==> config.mk <==
export PLATFORM = sky130hd
export DESIGN_NAME = pse_host_regs
export DESIGN_NICKNAME = d
export VERILOG_FILES = /design/src/rtl/pse_pkg.sv /design/src/rtl/pse_twi_slave.sv /design/src/rtl/pse_host_regs.sv
export SDC_FILE = /design/constraint.sdc
export NUM_CORES = 1
export LEC_CHECK = 0
export ABC_AREA = 0
export BUFFER_PORTS_ARGS = -buffer_cell sky130_fd_sc_hd__buf_2
export CELL_PAD_IN_SITES_DETAIL_PLACEMENT = 1
export CELL_PAD_IN_SITES_GLOBAL_PLACEMENT = 1
export CORE_UTILIZATION = 40
export DETAILED_ROUTE_END_ITERATION = 8
export PLACE_DENSITY = 0.77
export SYNTH_ARGS = -nofsm -noshare
export SYNTH_HDL_FRONTEND = slang
export SYNTH_SLANG_ARGS = --single-unit
==> constraint.sdc <==
create_clock -name clk -period 2.5 [get_ports clk]
set_clock_uncertainty 0.1 [all_clocks]
set_input_delay 0 -clock clk [delete_from_list [all_inputs] [get_ports clk]]
set_output_delay 0 -clock clk [all_outputs]
set_load 0.005 [all_outputs]
==> src/rtl/pse_pkg.sv <==
// Shared constants for the host register bank of the quad-port power controller.
// Assumes an 8-bit register space reached through the two-wire serial slave.
//==============================================================================
// Package
//==============================================================================
package pse_pkg;

  // Port count and event register count
  localparam int          NUM_PORTS       = 4;
  localparam int          NUM_EVENT_REGS  = 5;

  // Register offsets
  localparam logic [7:0]  ADDR_SUMMARY    = 8'h00;  // Interrupt summary, read only
  localparam logic [7:0]  ADDR_MASK       = 8'h01;  // Interrupt mask
  localparam logic [7:0]  ADDR_POWER_VIEW = 8'h02;  // Power event, plain view
  localparam logic [7:0]  ADDR_POWER_COR  = 8'h03;  // Power event, clear on read
  localparam logic [7:0]  ADDR_STATUS     = 8'h10;  // Power good / power on levels
  localparam logic [7:0]  ADDR_DEV_ADDR   = 8'h11;  // Latched address pins
  localparam logic [7:0]  ADDR_CONFIG     = 8'h17;  // Global configuration
  localparam logic [7:0]  ADDR_COMMAND    = 8'h1A;  // Command (clear all)
  localparam logic [7:0]  ADDR_PTR_LAST   = 8'h26;  // Pointer stops here

  // Event registers sit in view/clear-on-read pairs from the power register up
  localparam logic [7:0]  EVENT_STRIDE    = 8'h02;

  // Field positions
  localparam int          CFG_INT_EN_BIT  = 7;      // Global interrupt enable
  localparam int          CMD_CLEAR_BIT   = 7;      // Clear summary and events

  // Reset values
  localparam logic [7:0]  RESET_ZERO      = 8'h00;
  localparam logic [7:0]  MASK_AUTO_BITS  = 8'hE4;  // Bits 7,6,5,2 copy auto level

  // Serial addressing
  localparam logic [2:0]  SLAVE_ADDR_HI   = 3'h2;   // Upper three address bits 010
  localparam logic [6:0]  GLOBAL_ADDR     = 7'h30;  // Global write address (byte 0x60)

endpackage : pse_pkg

==> src/rtl/pse_twi_slave.sv <==
// Two-wire serial slave byte engine: start/stop detection, address match, ACK.
// Assumes scl and sda_in arrive raw from pins; the register side is on clk.
`timescale 1ns/1ps
`default_nettype none
//==============================================================================
// Serial slave
//==============================================================================
module pse_twi_slave (
  input  wire logic       clk,       // System clock
  input  wire logic       reset_n,   // Synchronous reset, active low
  input  wire logic       scl,       // Serial clock pin
  input  wire logic       sda_in,    // Serial data input pin
  input  wire logic [3:0] dev_addr,  // Latched low address bits
  output var  logic       cmd_stb,   // Command byte received
  output var  logic       data_stb,  // Data byte received
  output var  logic [7:0] wr_byte,   // Received byte
  output var  logic       rd_req,    // Next read byte wanted
  input  wire logic [7:0] rd_byte,   // Byte to send, valid a cycle after rd_req
  output var  logic       sda_oe     // Pull data output low
);

  typedef enum logic [2:0] {
    ST_IDLE    = 3'h0,
    ST_ADDR    = 3'h1,
    ST_ADDR_AK = 3'h3,
    ST_WRITE   = 3'h2,
    ST_WR_AK   = 3'h6,
    ST_READ    = 3'h7,
    ST_RD_AK   = 3'h5,
    ST_RD_WAIT = 3'h4
  } pse_twi_state_type;

  pse_twi_state_type state;          // Protocol state
  logic [2:0]        scl_sync;       // Two sync flops plus history
  logic [2:0]        sda_sync;       // Two sync flops plus history
  logic [7:0]        shift;          // Byte shifter
  logic [2:0]        bit_cnt;        // Bits done in current byte
  logic              ack_on;         // ACK pulse currently driven
  logic              is_read;        // Current transfer reads
  logic              first_byte;     // Next written byte is the command
  logic              start_seen;     // Start condition
  logic              stop_seen;      // Stop condition
  logic              scl_rise;       // Serial clock rising
  logic              scl_fall;       // Serial clock falling
  logic [7:0]        next_shift;     // Shifter with the sampled bit
  logic              addr_match;     // Own or global address

  // Synchronise pins; only the second flop and later are read
  always_ff @(posedge clk) begin
    scl_sync <= {scl_sync[1:0], scl};
    sda_sync <= {sda_sync[1:0], sda_in};
  end

  // Bus conditions from synchronised levels
  always_comb begin
    start_seen = scl_sync[1] && scl_sync[2] && sda_sync[2] && !sda_sync[1];
    stop_seen  = scl_sync[1] && scl_sync[2] && !sda_sync[2] && sda_sync[1];
    scl_rise   = scl_sync[1] && !scl_sync[2];
    scl_fall   = !scl_sync[1] && scl_sync[2];
    next_shift = {shift[6:0], sda_sync[1]};
    // Own address answers both directions, global only writes
    addr_match = (next_shift[7:1] == {pse_pkg::SLAVE_ADDR_HI, dev_addr}) ||
                 (next_shift[7:1] == pse_pkg::GLOBAL_ADDR && !next_shift[0]);
  end

  // Protocol sequencer
  always_ff @(posedge clk) begin
    cmd_stb  <= 1'b0;
    data_stb <= 1'b0;
    rd_req   <= 1'b0;
    if (!reset_n) begin
      state      <= ST_IDLE;
      shift      <= 8'h00;
      bit_cnt    <= 3'h0;
      ack_on     <= 1'b0;
      is_read    <= 1'b0;
      first_byte <= 1'b0;
      sda_oe     <= 1'b0;
      wr_byte    <= 8'h00;
    end else if (start_seen) begin
      // Start or repeated start restarts addressing
      state   <= ST_ADDR;
      bit_cnt <= 3'h0;
      sda_oe  <= 1'b0;
      ack_on  <= 1'b0;
    end else if (stop_seen) begin
      state  <= ST_IDLE;
      sda_oe <= 1'b0;
    end else begin
      case (state)
        ST_ADDR: if (scl_rise) begin
          shift   <= next_shift;
          bit_cnt <= bit_cnt + 3'h1;
          if (bit_cnt == 3'h7) begin
            is_read    <= next_shift[0];
            first_byte <= 1'b1;
            state      <= addr_match ? ST_ADDR_AK : ST_IDLE;
          end
        end
        ST_ADDR_AK: if (scl_fall) begin
          if (!ack_on) begin
            sda_oe <= 1'b1;
            ack_on <= 1'b1;
            rd_req <= is_read;
          end else begin
            ack_on  <= 1'b0;
            bit_cnt <= 3'h0;
            if (is_read) begin
              shift  <= rd_byte;
              sda_oe <= !rd_byte[7];
              state  <= ST_READ;
            end else begin
              sda_oe <= 1'b0;
              state  <= ST_WRITE;
            end
          end
        end
        ST_WRITE: if (scl_rise) begin
          shift   <= next_shift;
          bit_cnt <= bit_cnt + 3'h1;
          if (bit_cnt == 3'h7) begin
            wr_byte    <= next_shift;
            cmd_stb    <= first_byte;
            data_stb   <= !first_byte;
            first_byte <= 1'b0;
            state      <= ST_WR_AK;
          end
        end
        ST_WR_AK: if (scl_fall) begin
          sda_oe  <= !ack_on;
          ack_on  <= !ack_on;
          bit_cnt <= 3'h0;
          if (ack_on) begin
            state <= ST_WRITE;
          end
        end
        ST_READ: if (scl_fall) begin
          bit_cnt <= bit_cnt + 3'h1;
          shift   <= {shift[6:0], 1'b0};
          if (bit_cnt == 3'h7) begin
            sda_oe <= 1'b0;                           // Release for master ACK
            state  <= ST_RD_AK;
          end else begin
            sda_oe <= !shift[6];
          end
        end
        ST_RD_AK: if (scl_rise) begin
          // ACK asks for one more byte, NACK ends the read
          rd_req <= !sda_sync[1];
          state  <= sda_sync[1] ? ST_IDLE : ST_RD_WAIT;
        end
        ST_RD_WAIT: if (scl_fall) begin
          shift   <= rd_byte;
          sda_oe  <= !rd_byte[7];
          bit_cnt <= 3'h0;
          state   <= ST_READ;
        end
        default: state <= ST_IDLE;
      endcase
    end
  end

endmodule : pse_twi_slave
`default_nettype wire

==> src/rtl/pse_host_regs.sv <==
// Host register bank and interrupt aggregation for the quad-port controller.
// Assumes event inputs are one-cycle pulses and status levels on clk; pins raw.
//
// Functional notes
// - Write frame: address, then command byte.
// - Stop after command only sets pointer.
// - Data bytes store at pointer, pointer advances.
// - Reads return pointer register, pointer advances.
// - Pointer increments up to 0x26, then holds.
// - Writes to unimplemented addresses are blocked.
// - Summary register drives low interrupt output.
// - Command bit 7 clears summary and events.
// - Reset clears summary register.
// - Global enable bit gates interrupt output.
// - Mask bit n enables summary bit n.
// - Mask reset copies auto level into bits.
// - Summary bits 7,6,5,2 OR their events.
// - Summary bits 4,3,1,0 OR their events.
// - Power edge flags set on any edge.
// - Power events readable plain or clear-on-read.
// - Power events: good flags high, enable low.
// - Reset clears power event register.
// - Detect and class completion set flags.
// - Own address is 010 plus latched pins.
// - Global address 0x60 accepts writes.
`timescale 1ns/1ps
`default_nettype none
//==============================================================================
// Top
//==============================================================================
module pse_host_regs #(
  parameter int NUM_PORTS = pse_pkg::NUM_PORTS            // Ports served
) (
  input  wire logic                 clk,                   // 40 MHz clock
  input  wire logic                 reset_n,               // Synchronous reset, low
  input  wire logic                 scl,                   // Serial clock pin
  input  wire logic                 sda_in,                // Serial data input pin
  output var  logic                 sda_out,               // Serial data out level
  output var  logic                 sda_oe,                // Serial data pull enable
  input  wire logic [3:0]           addr_pins,             // Address strap pins
  input  wire logic                 auto_mode,             // Auto mode strap pin
  output var  logic                 int_n,                 // Interrupt, active low
  input  wire logic [NUM_PORTS-1:0] port_power_good,       // Power good levels
  input  wire logic [NUM_PORTS-1:0] port_power_on,         // Power enable levels
  input  wire logic [NUM_PORTS-1:0] port_detect_done,      // Detection finished
  input  wire logic [NUM_PORTS-1:0] port_class_done,       // Classification finished
  input  wire logic [NUM_PORTS-1:0] load_removed_evt,      // Load disconnect
  input  wire logic [NUM_PORTS-1:0] overcurrent_evt,       // Overcurrent shutdown
  input  wire logic [NUM_PORTS-1:0] class_overcurrent_evt, // Class current exceeded
  input  wire logic [NUM_PORTS-1:0] startup_fail_evt,      // Startup failed
  input  wire logic [7:0]           supply_evt             // Supply events
);

  localparam int NEV = pse_pkg::NUM_EVENT_REGS;

  //============================================================================
  // Declarations
  //============================================================================
  logic [1:0]       auto_sync;        // Auto strap synchroniser
  logic [3:0]       addr_sync1;       // Address strap first stage
  logic [3:0]       addr_sync2;       // Address strap second stage
  logic [3:0]       dev_addr;         // Address latched at reset release
  logic             cmd_stb;          // Command byte arrived
  logic             data_stb;         // Data byte arrived
  logic [7:0]       wr_byte;          // Received byte
  logic             rd_req;           // Read byte wanted
  logic [7:0]       rd_byte;          // Byte handed to the slave
  logic             slave_oe;         // Slave pull request
  logic [7:0]       ptr;              // Address pointer
  logic [7:0]       next_ptr;         // Pointer after one access
  logic [7:0]       mask;             // Interrupt mask
  logic [7:0]       config_reg;       // Global configuration
  logic             clear_all;        // Clear-all command pulse
  logic [NUM_PORTS-1:0] pg_prev;      // Last power good level
  logic [NUM_PORTS-1:0] pen_prev;     // Last power enable level
  logic [7:0]       ev_set [NEV];     // Per event register set pulses
  logic [7:0]       ev_reg [NEV];     // Event registers
  logic [7:0]       summary;          // Interrupt summary
  logic [7:0]       next_summary;     // Summary from events
  logic [7:0]       read_value;       // Register at pointer

  //============================================================================
  // Straps
  //============================================================================
  // Two-flop synchronisers for the strap pins, running through reset
  always_ff @(posedge clk) begin
    auto_sync  <= {auto_sync[0], auto_mode};
    addr_sync1 <= addr_pins;
    addr_sync2 <= addr_sync1;
  end

  // Address follows the pins during reset and freezes at release
  // Later strap changes are ignored
  always_ff @(posedge clk) begin
    if (!reset_n) begin
      dev_addr <= addr_sync2;
    end
  end

  //============================================================================
  // Serial slave
  //============================================================================
  pse_twi_slave u_slave (
    .clk      (clk),
    .reset_n  (reset_n),
    .scl      (scl),
    .sda_in   (sda_in),
    .dev_addr (dev_addr),
    .cmd_stb  (cmd_stb),
    .data_stb (data_stb),
    .wr_byte  (wr_byte),
    .rd_req   (rd_req),
    .rd_byte  (rd_byte),
    .sda_oe   (slave_oe)
  );

  // Open-drain data output: level always low, enable re-registered
  // Line is only ever pulled, never driven high
  always_ff @(posedge clk) begin
    if (!reset_n) begin
      sda_out <= 1'b0;
      sda_oe  <= 1'b0;
    end else begin
      sda_out <= 1'b0;
      sda_oe  <= slave_oe;
    end
  end

  //============================================================================
  // Pointer
  //============================================================================
  // Advance until the last address, then hold; never wraps
  // A pointer set past the end stays put
  always_comb begin
    if (ptr < pse_pkg::ADDR_PTR_LAST) begin
      next_ptr = ptr + 8'h01;
    end else begin
      next_ptr = ptr;
    end
  end

  // Command byte loads the pointer; each data byte moves it on
  always_ff @(posedge clk) begin
    if (!reset_n) begin
      ptr <= pse_pkg::RESET_ZERO;
    end else if (cmd_stb) begin
      ptr <= wr_byte;
    end else if (data_stb || rd_req) begin
      ptr <= next_ptr;
    end
  end

  //============================================================================
  // Writable registers
  //============================================================================
  // Mask register; reset copies the sampled auto level into its marked bits
  always_ff @(posedge clk) begin
    if (!reset_n) begin
      mask <= auto_sync[1] ? pse_pkg::MASK_AUTO_BITS : pse_pkg::RESET_ZERO;
    end else if (data_stb && ptr == pse_pkg::ADDR_MASK) begin
      mask <= wr_byte;
    end
  end

  // Configuration register holding the global interrupt enable
  always_ff @(posedge clk) begin
    if (!reset_n) begin
      config_reg <= pse_pkg::RESET_ZERO;
    end else if (data_stb && ptr == pse_pkg::ADDR_CONFIG) begin
      config_reg <= wr_byte;
    end
  end

  // Command register acts only; a write to it stores nothing
  always_ff @(posedge clk) begin
    if (!reset_n) begin
      clear_all <= 1'b0;
    end else begin
      clear_all <= data_stb && ptr == pse_pkg::ADDR_COMMAND &&
                   wr_byte[pse_pkg::CMD_CLEAR_BIT];
    end
  end

  //============================================================================
  // Event sources
  //============================================================================
  // Previous levels for edge detection
  always_ff @(posedge clk) begin
    if (!reset_n) begin
      pg_prev  <= '0;
      pen_prev <= '0;
    end else begin
      pg_prev  <= port_power_good;
      pen_prev <= port_power_on;
    end
  end

  // Set pulses per register: power, detect, fault, startup, supply
  // Level inputs give edges; others pulse
  always_comb begin
    ev_set[0] = {port_power_good ^ pg_prev, port_power_on ^ pen_prev};
    ev_set[1] = {port_class_done, port_detect_done};
    ev_set[2] = {load_removed_evt, overcurrent_evt};
    ev_set[3] = {class_overcurrent_evt, startup_fail_evt};
    ev_set[4] = supply_evt;
  end

  //============================================================================
  // Event registers
  //============================================================================
  // Sticky flags, viewed at an even address and cleared by a read at the odd
  // one; a new event in the clearing cycle survives the clear
  for (genvar k = 0; k < NEV; k++) begin : g_event
    localparam logic [7:0] COR_ADDR = pse_pkg::ADDR_POWER_COR +
                                      8'(k * int'(pse_pkg::EVENT_STRIDE));
    always_ff @(posedge clk) begin
      if (!reset_n) begin
        ev_reg[k] <= pse_pkg::RESET_ZERO;
      end else if (clear_all || (rd_req && ptr == COR_ADDR)) begin
        ev_reg[k] <= ev_set[k];
      end else begin
        ev_reg[k] <= ev_reg[k] | ev_set[k];
      end
    end
  end

  //============================================================================
  // Summary and interrupt
  //============================================================================
  // Each summary bit gathers one group of event flags
  always_comb begin
    next_summary[7] = |ev_reg[4];
    next_summary[6] = |ev_reg[3];
    next_summary[5] = |ev_reg[2][3:0];
    next_summary[4] = |ev_reg[1][7:4];
    next_summary[3] = |ev_reg[1][3:0];
    next_summary[2] = |ev_reg[2][7:4];
    next_summary[1] = |ev_reg[0][7:4];
    next_summary[0] = |ev_reg[0][3:0];
  end

  // Summary follows the events; the clear-all pulse also empties it
  // One clock behind the flags
  always_ff @(posedge clk) begin
    if (!reset_n || clear_all) begin
      summary <= pse_pkg::RESET_ZERO;
    end else begin
      summary <= next_summary;
    end
  end

  // Interrupt low only with global enable and a masked-in pending bit
  // Registered so the pin never glitches
  always_ff @(posedge clk) begin
    if (!reset_n) begin
      int_n <= 1'b1;
    end else begin
      int_n <= !(config_reg[pse_pkg::CFG_INT_EN_BIT] &&
                 |(summary & mask));
    end
  end

  //============================================================================
  // Read path
  //============================================================================
  // Register at the pointer; unimplemented addresses read zero
  always_comb begin
    read_value = pse_pkg::RESET_ZERO;
    case (ptr)
      pse_pkg::ADDR_SUMMARY:  read_value = summary;
      pse_pkg::ADDR_MASK:     read_value = mask;
      pse_pkg::ADDR_STATUS:   read_value = {port_power_good, port_power_on};
      pse_pkg::ADDR_DEV_ADDR: read_value = {4'h0, dev_addr};
      pse_pkg::ADDR_CONFIG:   read_value = config_reg;
      default: begin
        // Both addresses of each event pair show the same flags
        for (int k = 0; k < NEV; k++) begin
          if (ptr[7:1] == 7'((int'(pse_pkg::ADDR_POWER_VIEW) + 2 * k) >> 1)) begin
            read_value = ev_reg[k];
          end
        end
      end
    endcase
  end

  // Byte captured when the slave asks, before the pointer moves
  // Read value is held for the whole byte
  always_ff @(posedge clk) begin
    if (!reset_n) begin
      rd_byte <= pse_pkg::RESET_ZERO;
    end else if (rd_req) begin
      rd_byte <= read_value;
    end
  end

endmodule : pse_host_regs
`default_nettype wire

Word-level counts from Yosys, hierarchy flattened
Memories as Yosys holds them, arrays and structs flattened. Cells that the tools add are included.

Word-level logic and storage cells: 281. Output and inout port bits: 3. Bits of input ports: 49. Memories kept: 1. Memory bits (writable): 40. Bits in registers: 99.

Muxes and demuxes: 104. Order comparisons: 1. Equality and inequality tests: 53. $add $sub $neg: 2. Bitwise operators: 24. Reductions and logical operators: 68.

Memory list: ev_reg (depth 5, width 8, read ports 5, clocked after Yosys merged registers in 0, write ports 5, line pse_host_regs.sv:77) `logic [7:0] ev_reg [NEV];`.

Operator list (count): 8-bit two-way mux (21); 3-bit two-way mux (19); 1-bit two-way mux (49); 4-bit by 1-bit != test with 1-bit output, second input constant (12); 7-bit two-way mux (6); 8-bit OR (5); 8-bit case mux with 5 select lines (1); 8-bit by 5-bit equality test with 1-bit output, second input constant (4); 2-bit by 1-bit != test with 1-bit output, second input constant (16); 7-bit case mux with 4 select lines (1); 12-bit AND reduction (2); 4-bit OR reduction (6); 8-bit OR reduction (3); 3-bit case mux with 7 select lines (1); 1-bit logical AND (18); 8-bit by 3-bit equality test with 1-bit output, second input constant (2); 8-bit by 4-bit equality test with 1-bit output, second input constant (2); 3-bit equality test, second input constant (5); 5-bit AND reduction (3); 7-bit by 2-bit equality test with 1-bit output, second input constant (2); 7-bit by 3-bit equality test with 1-bit output, second input constant (2); 7-bit AND reduction (2); 3-bit case mux with 4 select lines (1); 4-bit nonzero test (3); other kinds (27) (66).

Logic depth before layout (Yosys ltp)
Depth in word-level cells: 9. Depth in mapped cells: 9. Gate-level depth less buffers: 8.

Hierarchy
A second synthesis with hierarchy kept.

Cell total of the unflattened synthesis: 655. Area, all modules: 6570.1 µm².

Modules (own cells, without submodules): pse_host_regs (times used 1, area each 4799.6 µm², cells each 456, seq. area each 2622.5 µm²); pse_twi_slave (times used 1, area each 1770.4 µm², cells each 199, seq. area each 680.7 µm²).

Worst setup path after synthesis
OpenSTA, ideal clock, no wires.

Path type: register -> register. Start: register ptr[1]. End: register rd_byte[0]. Slack: 607 ps. Buffers on the path: 1. Period minus slack after synthesis: 1893 ps. Arrival time: 1677 ps. Library setup time: 116 ps. Cell stages (with the launch flop): 10. Required time: 2284 ps. Path through: dfxtp_1 > inv_2 > ha_1 > clkbuf_1 > a22o_1 > nand2_1 > o21ai_0 > a221oi_1 > o221ai_1 > o211a_1.

Cells in the longest elaborated chain, start to end: 7. Elaborated cells on any way between the ends: 16. Classes of those cells: eq/ne (9); mux (6); reduce/logical (1).

RTL lines: start: declaration (line pse_host_regs.sv:69) `logic [7:0] ptr;`; start signal: assignment (line pse_host_regs.sv:145) `ptr <= pse_pkg::RESET_ZERO;`; start signal: assignment (line pse_host_regs.sv:147) `ptr <= wr_byte;`; start signal: assignment (line pse_host_regs.sv:149) `ptr <= next_ptr;`; 7-bit by 1-bit equality test with 1-bit output (line pse_host_regs.sv:278) `if (ptr[7:1] == 7'((int'(pse_pkg::ADDR_POWER_VIEW) + 2 * k) >> 1)) begin`; 8-bit two-way mux (5 in a row) (line pse_host_regs.sv:278); 8-bit case mux with 5 select lines * (line pse_host_regs.sv:269) `case (ptr)`; end signal: assignment (line pse_host_regs.sv:290) `rd_byte <= pse_pkg::RESET_ZERO;`; end signal: assignment (line pse_host_regs.sv:292) `rd_byte <= read_value;`; end: declaration (line pse_host_regs.sv:67) `logic [7:0] rd_byte;`.

Mark *: on every way between the ends. The rest lies on a longest branch, timed or not. A chain may end at the register's enable or synchronous reset.

==> parameters.txt <==
Parameter                              Value

Place
  Count of placed standard cells including taps ... between 900 and 1000
  Count of input and output buffers ... 50
  Minimum setup slack after placement ... approximately 0.28 ns
  Placed wire-length estimate ... about 15000 um
  Weighted congestion at the end of routability-driven global placement ... roughly 0.9
  Cell area reported after detailed placement ... slightly above 0.007 mm^2

Timing
  Final worst setup slack ... a little over 0.2 ns
  Final-report setup violation count ... 0
  Minimum clock period after layout ... between 2 and 2.5 ns
  Max-slew violation count ... 0
  Setup TNS ... 0 ns
  Worst max-slew margin expressed relative to the limit ... a little over two fifths
  Actual transition at the worst max-transition pin ... around 0.84 ns
  Hold Worst Slack ... 0.09868 ns
  Max Freq ... around 0.44 GHz
  Part of the cycle the worst path needs ... between 90% and 100%
  Number of endpoints with negative hold slack in the final report ... 0
  RSZ-0062 raised after global routing ... false

Worst setup path
  Crit-path max cell delay ... 0.59 ns
  Required @ worst endpoint ... approximately 2.7 ns
  Cell with the biggest individual delay on the critical path ... sky130_fd_sc_hd__a21oi_1
  Crit path capture type ... flop
  Cell family with the largest share of critical-path delay ... compound AO/OA/AOI/OAI gates
  Data arrival time at the worst-slack endpoint ... approximately 2.5 ns
  Cell-by-cell trace of the critical path ... buf_4 > ha_1 > and2_1 > a21oi_1 > a21oi_1 > nor2_1
  Worst setup SP type ... flop
  Critical path class ... reg -> reg
  Maximum fanout along the worst path ... 14
  Buf/Inv on CP ... 1
  Most frequent cell on the critical path ... sky130_fd_sc_hd__a21oi_1

Synth
  Most used flip-flop cell after synthesis ... sky130_fd_sc_hd__dfxtp_1
  Post-Synthesis Cells ... 678
  Sequential area share after synthesis ... around 50%
  Distinct cells, synth ... 64
  Number of synthesized register bits ... 139
  Area share of the largest cell type after synthesis ... between 20% and 30%
  Number of enable-type register cells in the synthesized netlist ... 52
  Synthesis Warnings ... 0
  Synth area leaders ... sky130_fd_sc_hd__dfxtp_1 27%, sky130_fd_sc_hd__edfxtp_1 24%, sky130_fd_sc_hd__a21oi_1 5.6%, sky130_fd_sc_hd__nor2_1 5.0%, sky130_fd_sc_hd__mux2i_1 3.7%
  Most area-hungry cell type in the Yosys netlist ... sky130_fd_sc_hd__dfxtp_1
  Fraction of synthesis flops using an asynchronous set or reset pin ... 0%
  Syn Std Cell Area ... approximately 0.0065 mm^2
  Syn_area_per_cell ... about 9.5 um^2

Routing
  Routed metal-1 wire length ... between 9000 and 10000 um
  Antenna viol nets, final ... 0
  Via-per-instance ratio ... 5.602
  Via count ... a little under 6000
  Length of routed met2 wiring ... around 11000 um
  Top routing layer in use ... met4
  Initial detailed-routing violation count ... between 500 and 600
  Routed WL per cell ... between 20 and 25 um
  Total wire length after detailed routing ... about 22000 um
  Detailed route wirelength on metal3 ... approximately 1100 um
  DRC violation count after routing ... 0
  Number of iterations in the first detailed-routing pass ... 5

Pwr
  Design internal power ... a little under 4 mW
  Static leakage ... ~3.3 nW
  Overall power of the completed layout ... about 5.4 mW
  Switching share of power ... a little over a quarter
  Reg power frac ... 47.1%
  Proportion of power drawn by the clock network ... approximately 46%
  Net switching power ... ~1.4 mW
  VDD IR max ... 0.0004727 V
  Cell area power density ... 649.0 mW/mm^2
  Logic pwr share ... under 10%

Layout
  Nets ... a little under 900
  Flip-flop count of the largest register, all copies and words added ... 40
  Commonest non-fill, non-tap cell in the layout ... sky130_fd_sc_hd__dfxtp_1
  Share of cells above drive strength 1 ... ~15%
  Final-layout fill cell count ... about 1800
  Utilization of the core after routing ... between 50% and 60%
  Antenna Diode Count ... 0
  Area growth syn-to-layout ... 28.13%
  Post-route cell area ... 0.008274 mm^2
  Sequential cell area in the final layout ... 0.003303 mm^2
  Commonest non-fill, non-tap cells in the layout ... 87 x sky130_fd_sc_hd__dfxtp_1, 86 x sky130_fd_sc_hd__nor2_1, 72 x sky130_fd_sc_hd__a21oi_1
  Multi-input combinational cell area ... just over 0.003 mm^2
  Filler-free cell count of the finished design ... approximately 1100

Clocking
  Maximum root-to-sink buffer count ... 2
  Root buffer cell ... sky130_fd_sc_hd__clkbuf_16
  Number of buffers created by CTS ... 17
  Clock insertion delay at the later pin of the skew report ... 0.44 ns
  Clock tree from TritonCTS ... yes
  Cells resized by post-CTS repair ... 0
  H-tree depth ... 4
  Clock sink count ... approximately 140
  Clock transition time at the flip-flop clock pins of the worst setup and hold paths ... around 0.07 ns

Floorplanning
  Row cnt ... 46
  Height of the die ... 129.1 um
  Core region area ... approximately 0.016 mm^2
  Die width ... around 130 um
  I/O pin count ... 52
  Floorplan die area ... ~0.017 mm^2
  Starting Density ... between 40% and 50%

Status
  Status ... complete, no violations

GRT
  Congestion Overflow GR ... 0
  Maximum number of pins on one net before global-route repair ... 35
  Vias in the first global route ... approximately 6000
  Initial antenna violation count ... 0
  Global-route wire length before repair ... ~34000 um
  Overall Global Routing Usage ... about 28%

Hold path
  Path type of the worst min-delay path ... in -> reg

Flow run
  Reported max-cap violation count ... 0
[worst register-to-register path: cells and delay by family, from the launching register on]
kind                     cells  cell delay, ns
buffers and inverters        1            0.19
adder cells (fa/ha/maj)      1            0.36
AND/OR/NAND/NOR              2            0.41
flip-flops                   1            0.32
AO/OA/AOI/OAI                2            0.77
[routing by layer]
metal / vias to the layer above / track usage, %
li1: 2744 / -
met1: 2911 / 33.04
met2: 205 / 48.97
met3: 50 / 6.193
met4: 0 / 12.04
met5: - / 0
[worst paths after layout]
check,depth (start not counted),from,slack (ns),to
max,6,ptr[1],0.21,ev_reg[2][1]
min,2,addr_pins[2],0.1,addr_sync1[2]
max reg2reg,6,ptr[1],0.21,ev_reg[2][1]
min reg2reg,0,auto_sync[0],0.23,auto_sync[1]
[layout make-up]
cell class / count / share of cell area, %
multi-input combinational: 527 / 37.21
clock buffer: 17 / 5.141
clock inverter: 15 / 1.845
tap: 216 / 3.266
timing repair buffer: 133 / 12.25
inverter: 8 / 0.3629
sequential: 139 / 39.92
[synth_stat cells, drive strengths merged, types with 8 or more instances]
| master | n |
|---|---|
| nand3 | 21 |
| nor2 | 86 |
| clkbuf | 26 |
| nor4 | 14 |
| and2 | 17 |
| a31oi | 16 |
| xor2 | 12 |
| buf | 17 |
| edfxtp | 52 |
| a21oi | 73 |
| nor2b | 8 |
| nand2 | 51 |
| nand2b | 11 |
| a22oi | 13 |
| dfxtp | 87 |
| inv | 8 |
| o21ai | 31 |
| mux2i | 24 |
[what timing repair did]
item | in CTS | in global routing
hold endpoints to repair | 56 | 0
hold buffers | 56 | 0
setup buffers | 0 | 0
[cells by family (layout without fill, tap and decap cells)]
kind of cell    Yosys count  count (layout)  share of synthesized area, %
simple gates            243             243                         18.12
compound gates          191             191                         19.20
flops                   139             139                         51.15
buf+inv                  51             173                         3.429
mux                      27              27                         4.243
xor+xnor                 19              19                         2.577
fa+ha+maj                 6               6                         1.163
other cells               2              41                        0.1163
[power groups by stage]
stage	Sequential (mW)	Clock (mW)	Combinational, mW
after floorplan	2.53	0	0.182
after global placement	2.57	0	0.272
after detailed placement	2.57	0	0.284
after CTS	2.52	2.50	0.352
after global routing	2.53	2.61	0.403
final	2.53	2.47	0.368
(Power assumes the default switching activity.)
